[src/csm_regs.svh]
// Purpose: Register offsets, field positions and reset values for the
//          clock source select block
// Assumes: 8-bit registers reached through the control port
// Notes:   Masks mark the writable bits; all other bits read as zero
`ifndef CSM_REGS_SVH
`define CSM_REGS_SVH

`define CSM_ADDR_PRI      8'h32
`define CSM_ADDR_SEC      8'h33
`define CSM_ADDR_CNV      8'h34

`define CSM_RST_PRI       8'h00
`define CSM_RST_SEC       8'h00
`define CSM_RST_CNV       8'h10

`define CSM_MASK_PRI      8'hf8
`define CSM_MASK_SEC      8'h70
`define CSM_MASK_CNV      8'hf0

`define CSM_PREDIV_LSB    6
`define CSM_PRIBCLK_LSB   3
`define CSM_SECBCLK_LSB   4
`define CSM_DIGNM_LSB     6
`define CSM_ANANM_LSB     4

`endif

[src/csm_pkg.sv]
// Purpose: Types for the clock source select block
// Assumes: Source codes index the sampled source vector
// Notes:   SRC_OFF parks a mux low for reserved selection codes
package csm_pkg;

   typedef enum logic [2:0]
   {
      SRC_PLL   = 3'b000,
      SRC_PRI   = 3'b001,
      SRC_SEC   = 3'b010,
      SRC_CTL   = 3'b011,
      SRC_OSC   = 3'b100,
      SRC_DSP   = 3'b101,
      SRC_DIGNM = 3'b110,
      SRC_OFF   = 3'b111
   } csm_src_e;

   typedef struct packed
   {
      logic [7:0]          reg_pri;
      logic [7:0]          reg_sec;
      logic [7:0]          reg_cnv;
      logic [5:0]          sync1;
      logic [5:0]          sync2;
      csm_src_e [4:0]      act;
      logic [4:0]          parked;
      logic [4:0]          clk_out;
      logic [7:0]          rdata;
   } csm_state_s;

endpackage

[src/csm_top.sv]
// Purpose: Register-controlled clock source muxes for the PLL pre-divider,
//          both bit-clock dividers and the two ratio dividers
// Assumes: Source clocks are slow against CORE_CLK and are sampled
// Notes:   Mux outputs are CORE_CLK-sampled replicas of the chosen source
`timescale 1ns/10ps

`include "csm_regs.svh"

module csm_top
   import csm_pkg::*;
(
   input  wire logic       CORE_CLK,
   input  wire logic       RST_B,
   input  wire logic [7:0] REG_ADDR,
   input  wire logic       REG_WR,
   input  wire logic [7:0] REG_WDATA,
   output logic      [7:0] REG_RDATA,
   input  wire logic       PLL_OUT_CLK,
   input  wire logic       PRIMARY_SERIAL_PORT_BITCLK,
   input  wire logic       SECONDARY_SERIAL_PORT_BITCLK,
   input  wire logic       CONTROLLER_CLOCK_INPUT,
   input  wire logic       OSC_CLK,
   input  wire logic       DSP_CLK,
   output logic            PREDIV_INPUT_CLOCK,
   output logic            PRIMARY_PORT_BITCLK_DIV_CLK,
   output logic            SECONDARY_PORT_BITCLK_DIV_CLK,
   output logic            DIGITAL_RATIO_DIVIDER_CLK,
   output logic            ANALOG_RATIO_DIVIDER_CLK
);

   // ****************************************************************
   // Selection decode
   // ****************************************************************
   localparam logic [2:0] MUX_PREDIV = 3'h0;
   localparam logic [2:0] MUX_PRI    = 3'h1;
   localparam logic [2:0] MUX_SEC    = 3'h2;
   localparam logic [2:0] MUX_DIG    = 3'h3;
   localparam logic [2:0] MUX_ANA    = 3'h4;

   // Reserved codes park the output low rather than pass a stray clock
   function automatic csm_src_e sel_src
   (
      input logic [2:0] mux,
      input logic [2:0] code
   );
      csm_src_e src;
      src = SRC_OFF;
      case (mux)
         MUX_PREDIV, MUX_DIG:
         begin
            case (code[1:0])
               2'h0:    src = SRC_PRI;
               2'h1:    src = SRC_SEC;
               2'h2:    src = SRC_CTL;
               default: src = SRC_OSC;
            endcase
         end
         MUX_PRI, MUX_SEC:
         begin
            case (code)
               3'h0:    src = SRC_PLL;
               3'h1:    src = (mux == MUX_SEC) ? SRC_PRI : SRC_OFF;
               3'h2:    src = (mux == MUX_PRI) ? SRC_SEC : SRC_OFF;
               3'h3:    src = SRC_CTL;
               3'h4:    src = SRC_OSC;
               3'h5:    src = SRC_DSP;
               default: src = SRC_OFF;
            endcase
         end
         MUX_ANA:
         begin
            case (code[1:0])
               2'h0, 2'h1: src = SRC_PLL;
               2'h2:       src = SRC_DIGNM;
               default:    src = SRC_PRI;
            endcase
         end
         default: src = SRC_OFF;
      endcase
      return src;
   endfunction

   // ****************************************************************
   // Register port
   // ****************************************************************
   // One address decode serves both the write path and the read mux
   function automatic logic [1:0] reg_index
   (
      input logic [7:0] addr
   );
      logic [1:0] idx;
      idx = 2'h3;
      case (addr)
         `CSM_ADDR_PRI: idx = 2'h0;
         `CSM_ADDR_SEC: idx = 2'h1;
         `CSM_ADDR_CNV: idx = 2'h2;
         default:       idx = 2'h3;
      endcase
      return idx;
   endfunction

   // ****************************************************************
   // State
   // ****************************************************************
   csm_state_s q_r;
   csm_state_s q_nxt;

   logic [7:0]  src_lvl;
   logic [1:0]  reg_sel;
   logic [2:0]  code [5];
   csm_src_e    req;

   always_comb
   begin
      q_nxt = q_r;
      req   = SRC_OFF;

      // Two-stage sampling of every source before any logic looks at it
      // Sources need two CORE_CLK cycles a phase or pulses are lost
      q_nxt.sync1 = {DSP_CLK, OSC_CLK, CONTROLLER_CLOCK_INPUT,
                     SECONDARY_SERIAL_PORT_BITCLK,
                     PRIMARY_SERIAL_PORT_BITCLK, PLL_OUT_CLK};
      q_nxt.sync2 = q_r.sync1;
      // Slot 6 is the digital mux output; slot 7 is tied low for parking
      src_lvl     = {1'b0, q_r.clk_out[MUX_DIG], q_r.sync2};

      // Register writes keep only the selection fields
      reg_sel = reg_index(REG_ADDR);
      if (REG_WR)
      begin
         case (reg_sel)
            2'h0:    q_nxt.reg_pri = REG_WDATA & `CSM_MASK_PRI;
            2'h1:    q_nxt.reg_sec = REG_WDATA & `CSM_MASK_SEC;
            2'h2:    q_nxt.reg_cnv = REG_WDATA & `CSM_MASK_CNV;
            default: q_nxt.reg_pri = q_r.reg_pri;
         endcase
      end

      // Unmapped addresses read zero, like the reserved bits
      case (reg_sel)
         2'h0:    q_nxt.rdata = q_r.reg_pri;
         2'h1:    q_nxt.rdata = q_r.reg_sec;
         2'h2:    q_nxt.rdata = q_r.reg_cnv;
         default: q_nxt.rdata = 8'h00;
      endcase

      code[0] = {1'b0, q_r.reg_pri[`CSM_PREDIV_LSB +: 2]};
      code[1] = q_r.reg_pri[`CSM_PRIBCLK_LSB +: 3];
      code[2] = q_r.reg_sec[`CSM_SECBCLK_LSB +: 3];
      code[3] = {1'b0, q_r.reg_cnv[`CSM_DIGNM_LSB +: 2]};
      code[4] = {1'b0, q_r.reg_cnv[`CSM_ANANM_LSB +: 2]};

      // Break-before-make: finish the old high phase, park low, then
      // join the new source only while it is low, so no runt pulse forms
      // Reserved codes join the tied-low slot and stay quiet
      for (int i = 0; i < 5; i++)
      begin
         req = sel_src(3'(i), code[i]);
         if (q_r.parked[i])
         begin
            q_nxt.clk_out[i] = 1'b0;
            if (!src_lvl[req])
            begin
               q_nxt.act[i]    = req;
               q_nxt.parked[i] = 1'b0;
            end
         end
         else if ((req != q_r.act[i]) && !src_lvl[q_r.act[i]])
         begin
            q_nxt.parked[i]  = 1'b1;
            q_nxt.clk_out[i] = 1'b0;
         end
         else
         begin
            q_nxt.clk_out[i] = src_lvl[q_r.act[i]];
         end
      end
   end

   always_ff @(posedge CORE_CLK or negedge RST_B)
   begin
      if (!RST_B)
      begin
         q_r         <= '0;
         q_r.reg_pri <= `CSM_RST_PRI;
         q_r.reg_sec <= `CSM_RST_SEC;
         q_r.reg_cnv <= `CSM_RST_CNV;
         // Active sources match the reset codes, so release starts no switch
         q_r.act[0]  <= SRC_PRI;
         q_r.act[1]  <= SRC_PLL;
         q_r.act[2]  <= SRC_PLL;
         q_r.act[3]  <= SRC_PRI;
         q_r.act[4]  <= SRC_PLL;
      end
      else
      begin
         q_r <= q_nxt;
      end
   end

   // ****************************************************************
   // Outputs
   // ****************************************************************
   assign REG_RDATA                     = q_r.rdata;
   assign PREDIV_INPUT_CLOCK            = q_r.clk_out[0];
   assign PRIMARY_PORT_BITCLK_DIV_CLK   = q_r.clk_out[1];
   assign SECONDARY_PORT_BITCLK_DIV_CLK = q_r.clk_out[2];
   assign DIGITAL_RATIO_DIVIDER_CLK     = q_r.clk_out[3];
   assign ANALOG_RATIO_DIVIDER_CLK      = q_r.clk_out[4];

endmodule

[config.mk]
export PLATFORM = sky130hd
export DESIGN_NAME = csm_top
export DESIGN_NICKNAME = d
export VERILOG_FILES = /design/src/csm_pkg.sv /design/src/csm_top.sv
export VERILOG_INCLUDE_DIRS = /design/src
export SDC_FILE = /design/constraint.sdc
export NUM_CORES = 1
export LEC_CHECK = 0
export ABC_AREA = 1
export ABC_CLOCK_PERIOD_IN_PS = 2500
export BUFFER_PORTS_ARGS = -buffer_cell sky130_fd_sc_hd__buf_2
export CELL_PAD_IN_SITES_DETAIL_PLACEMENT = 1
export CELL_PAD_IN_SITES_GLOBAL_PLACEMENT = 1
export CORE_MARGIN = 4
export CORE_UTILIZATION = 40
export CTS_CLUSTER_DIAMETER = 40
export CTS_CLUSTER_SIZE = 14
export DETAILED_ROUTE_END_ITERATION = 12
export GPL_TIMING_DRIVEN = 1
export PLACE_DENSITY = 0.71
export SLEW_MARGIN = 20
export SYNTH_ARGS = -nofsm -noshare
export SYNTH_HDL_FRONTEND = slang
export SYNTH_SLANG_ARGS = --single-unit
[constraint.sdc]
create_clock -name CORE_CLK -period 2.5 [get_ports CORE_CLK]
set_input_delay 0.5 -clock CORE_CLK [delete_from_list [all_inputs] [get_ports CORE_CLK]]
set_output_delay 0.5 -clock CORE_CLK [all_outputs]
set_load 0.05 [all_outputs]
After elaboration in Yosys (flattened, before gate mapping) --
Cells that the tools add are included.
Storage, ports and cells: flip-flop bits (word level) 57, word-level logic and storage cells 129, input port bits 25, output and inout bits 13
Operators by class: magnitude comparators 10, eq/ne operators 24, bitwise operators 5, reductions and logical operators 25, mux-type cells 52
Operators by type and width (number):
- < comparator 3 x 4 -> 1 bit, second input constant | 10
- two-way mux 1 bit | 35
- binary-select mux 1 bit (select 3 bit) | 10
- case mux 3 bit (5 select lines) | 2
- == test 8 x 6 -> 1 bit, second input constant | 3
- case mux 8 bit (3 select lines) | 1
- case mux 3 bit (3 select lines) | 2
- AND reduction 2 bit | 8
- != test 3 bit | 5
- == test 3 bit, second input constant | 4
- == test 3 x 2 -> 1 bit, second input constant | 3
- == test 2 x 1 -> 1 bit, second input constant | 4
- == test 2 bit, second input constant | 4
- logical NOT 2 bit | 4
- logical NOT 3 bit | 2
- case mux 2 bit (3 select lines) | 1
- case mux 3 bit (2 select lines) | 1
- logical AND 1 bit | 5
- logical NOT 1 bit | 5
- inverter 1 bit | 5
- == test 3 x 1 -> 1 bit, second input constant | 1
- OR reduction 2 bit | 1

Longest topological paths before layout --
word-level depth 7, gate-level depth with buffers 11, gate-level depth less buffers 11

Worst setup path after synthesis --
No wires, ideal clock.
path kind reg2reg, from register q_r, in the netlist code[3], to register q_r[28] (netlist bit), data required time 2374 ps, cell stages (with the launch flop) 9, setup slack 909 ps, setup time 126 ps, arrival time 1465 ps, cell sequence dfrtp_1 -> inv_1 -> ha_1 -> nor2_1 -> nand3_1 -> a31oi_1 -> nand2_1 -> nand2_1 -> o21ai_0
Between the ends: cells in the longest elaborated chain, start to end 6
RTL lines:
- start: declaration | RTL line csm_top.sv:105 | csm_state_s q_r;
- start signal: assignment | RTL line csm_top.sv:197 | q_r <= q_nxt;
- == test 2 bit, or another cell as far along | RTL line csm_top.sv:51 | case (code[1:0])
- case mux 3 bit (3 select lines) (*) | RTL line csm_top.sv:51
- binary-select mux 1 bit (select 3 bit) | RTL line csm_top.sv:162 | if (!src_lvl[req])
- two-way mux 1 bit (not written as such) | RTL line csm_top.sv:162
- inverter 1 bit (no line)
- AND reduction 2 bit (no line)
Every way passes the cells marked *; elsewhere a longest branch is shown, timed or not. The select of a mux whose other input is x is not followed. A chain may end at the register's enable or synchronous reset.

Final worst setup path --
from register q_r, in the netlist code[4], to register q_r[27] (netlist bit)
Same word-level chain as after synthesis.

==> run_results.csv <==
group,metric,value,unit
yosys,synth_area_per_cell,8.12,um^2
detailed_routing,routed_wl,7030,um
worst_setup_path,cp-start-kind,"flop",
cts,cts_tree,"built",
detailed_routing,dr.pass1.iters,4,
sta,finalMaxSlewViolations,0,
worst_hold_path,min_from,"SECONDARY_SERIAL_PORT_BITCLK",
worst_hold_path,hold_class,"input port to flop",
sta,max-slew-margin-rel,55.9,%
detailed_routing,vias_per_cell,5.01,
power_and_ir_drop,power_leakage,1.63,nW
sta,worstMarginPinSlew,0.662,ns
worst_setup_path,reg2reg_to,"q_r[27]$_DFFE_PN1P_",
cells_and_area,ff_latch_area,1330,um^2
worst_setup_path,critical_path.slowest_cell,"dfrtp_1",
cts,post_cts_buffers,0,
cts,clkSlewWorstSetupHoldPaths,0.10,ns
cts,clk_latency,0.31,ns
sta,period_needed,1.88,ns
detailed_routing,wl_per_cell,14.5,um
die,num_io_pins,38,
cts,hold_buffers,0,
global_routing,grt_pass1_vias,2459,
run_status,outcome,"completed",
cts,clock_path_buffers,2,
yosys,synthFlopType,"dfrtp_1",
placement,gp_congestion,0.793,
detailed_routing,dr_total_vias,2421,
sta,timing.final.ws_setup,0.625,ns
global_routing,antenna_found_initial,0,
yosys,synthArstFlopShare,100,%
worst_hold_path,holdPathEnd,"q_nxt[35]$_DFF_PN0_",
worst_setup_path,crit_arrival,2.10,ns
cells_and_area,multi_input_area,1310,um^2
yosys,yosysWarnings,0,
cts,cts.htree.levels,2,
worst_setup_path,r2r_cells,7,
detailed_routing,drc,0,
global_routing,globalRouteOverflowTotal,0,
power_and_ir_drop,peakVddDrop,0.000274,V
sta,setup_violations,0,
sta,fin_skew,0.0142,ns
yosys,netlist_instances,356,
yosys,netlist_area,2890,um^2
detailed_routing,drt_iter0_drc,52,
sta,tns,0,ns
cts,cts_buffers,5,
yosys,ys_seq_area_share,46.0,%
sta,period_share,75.0,%
cells_and_area,layout-drive-gt1-share,14.5,%
global_routing,grtUsageTotal,17.3,%
power_and_ir_drop,power_density,848,nW/um^2
worst_setup_path,r2r_setup_slack,0.62,ns
worst_setup_path,crit_path_end_kind,"flop",
die,die_y,93.0,um
cells_and_area,design_area,3210,um^2
die,die_area,8650,um^2
worst_setup_path,cpPeakStageDelay,0.41,ns
die,core-area,6910,um^2
cells_and_area,layout_common_cells,"89 x nand2_1, 50 x dfrtp_1, 47 x inv_1, 39 x o21ai_0, 31 x buf_2",
cells_and_area,diodes,0,
cells_and_area,syn_to_final_growth,11.1,%
detailed_routing,ant_nets,0,
die,num_rows,30,
placement,pre_cts_ws,0.630,ns
yosys,synth-seq-cells,53,
placement,io_buffers,31,
placement,dpl.hpwl,5380,um
cells_and_area,nFillCells,873,
cells_and_area,nets,419,
sta,fmax,533,MHz
worst_setup_path,cp_cell_sequence,"inv_1 > ha_1 > nor2_1 > nand3_1 > a31oi_1 > nand2_1 > o21ai_0",
worst_setup_path,path_max_fanout,8,
sta,finalHoldViolations,0,
global_routing,grt_pass1_wl,12000,um
worst_hold_path,holdPathStages,1,
run,maxCapViolations,0,
worst_setup_path,critPathKind,"flop to flop",
worst_setup_path,worstPathRequired,2.73,ns
placement,placed_cell_area,3100,um^2
yosys,yosys.cell_types.count,37,
die,initial_core_util,41.9,%
yosys,synth_edf_count,0,
cts,cts_resized,0,
cts,cts.sinks,53,
global_routing,grt_max_degree,54,
worst_setup_path,r2r_start,"code[4]$_DFFE_PN0P_",
cts,cts_root_buf,"clkbuf_8",
cells_and_area,layout_commonest_cell,"nand2_1",
die,chipWidth,93.0,um
sta,rsz0062_at_grt,"false",
logic make-up after synthesis:
kind of cell	count (synthesis)	share of synthesized area, %
AO/OA/AOI/OAI	80	15.3
buffers and inverters	59	9.00
AND/OR/NAND/NOR	146	23.4
XOR/XNOR	9	2.73
other	1	0.130
adder cells (fa/ha/maj)	8	3.46
flip-flops	53	46.0
Yosys cell counts, types with 2 or more instances:
master / n / share of area [%]
o211ai_1: 8 / 2.1
xnor2_1: 3 / 0.91
nand3_2: 3 / 1.0
nand2_1: 89 / 12
nor3_1: 2 / 0.35
ha_1: 8 / 3.5
dfrtp_1: 50 / 43
o21ai_1: 2 / 0.35
inv_1: 47 / 6.1
nor2_1: 18 / 2.3
nor4_1: 2 / 0.43
buf_4: 8 / 2.1
o21ai_0: 39 / 6.8
a21oi_1: 26 / 4.5
dfstp_2: 3 / 2.7
nand2_2: 3 / 0.65
xor2_1: 6 / 1.8
nand3_1: 20 / 3.5
sequential cells by signal, indices dropped and copies added, names as in the netlist:
register,count
q_r,25
code,12
q_nxt,6
REG_RDATA,5
ANALOG_RATIO_DIVIDER_CLK,1
DIGITAL_RATIO_DIVIDER_CLK,1
PREDIV_INPUT_CLOCK,1
PRIMARY_PORT_BITCLK_DIV_CLK,1
SECONDARY_PORT_BITCLK_DIV_CLK,1
critical path: cells and delay by family (launching register included):
family,cells,cell delay (ns)
AO/OA/AOI/OAI,2,0.44
buffers and inverters,1,0.09
adder cells (fa/ha/maj),1,0.18
AND/OR/NAND/NOR,3,0.70
flip-flops,1,0.41
layer usage:
metal | vias up | GRT usage, % | wire length, um
met5 | - | 0 | 0
met4 | 0 | 4.03 | 39
met3 | 2 | 2.65 | 153
met2 | 23 | 29.7 | 3540
met1 | 1193 | 23.1 | 3300
li1 | 1203 | - | -
where the power goes:
| group | internal, mW | switching, mW |
|---|---|---|
| registers | 1.03 | 0.186 |
| logic | 0.309 | 0.615 |
| clock network | 0.301 | 0.286 |
through the flow:
step	hold WS (ns)	total power, mW	instances	utilization, %
floorplan	0.204	1.90	358	-
global placement	0.332	2.14	475	44.9
detailed placement	0.336	2.17	475	44.9
CTS	0.280	2.76	483	46.5
global route	0.269	2.95	483	46.5
finish	0.288	2.72	483	46.5
layout make-up:
type	instances	share of cell area, %
flip-flops and latches	53	41.4
inverters	48	5.61
multi-input cells	246	40.7
well taps	96	3.74
clock inverters	2	1.21
clock buffers	6	2.26
repair buffers	32	5.06
worst max path at each step:
stage | startpoint | endpoint | slack, ns | depth (start not counted)
2_1_floorplan | code[3]$_DFFE_PN0P_ | q_r[28]$_DFFE_PN0P_ | 0.91 | 8
3_3_place_gp | code[4]$_DFFE_PN0P_ | q_r[28]$_DFFE_PN0P_ | 0.66 | 8
3_5_place_dp | code[4]$_DFFE_PN0P_ | q_r[27]$_DFFE_PN1P_ | 0.63 | 7
4_1_cts | code[4]$_DFFE_PN0P_ | q_r[27]$_DFFE_PN1P_ | 0.63 | 7
5_1_grt | code[4]$_DFFE_PN0P_ | q_r[27]$_DFFE_PN1P_ | 0.36 | 7
6_report | code[4]$_DFFE_PN0P_ | q_r[27]$_DFFE_PN1P_ | 0.62 | 7
(Power assumes the default switching activity.)
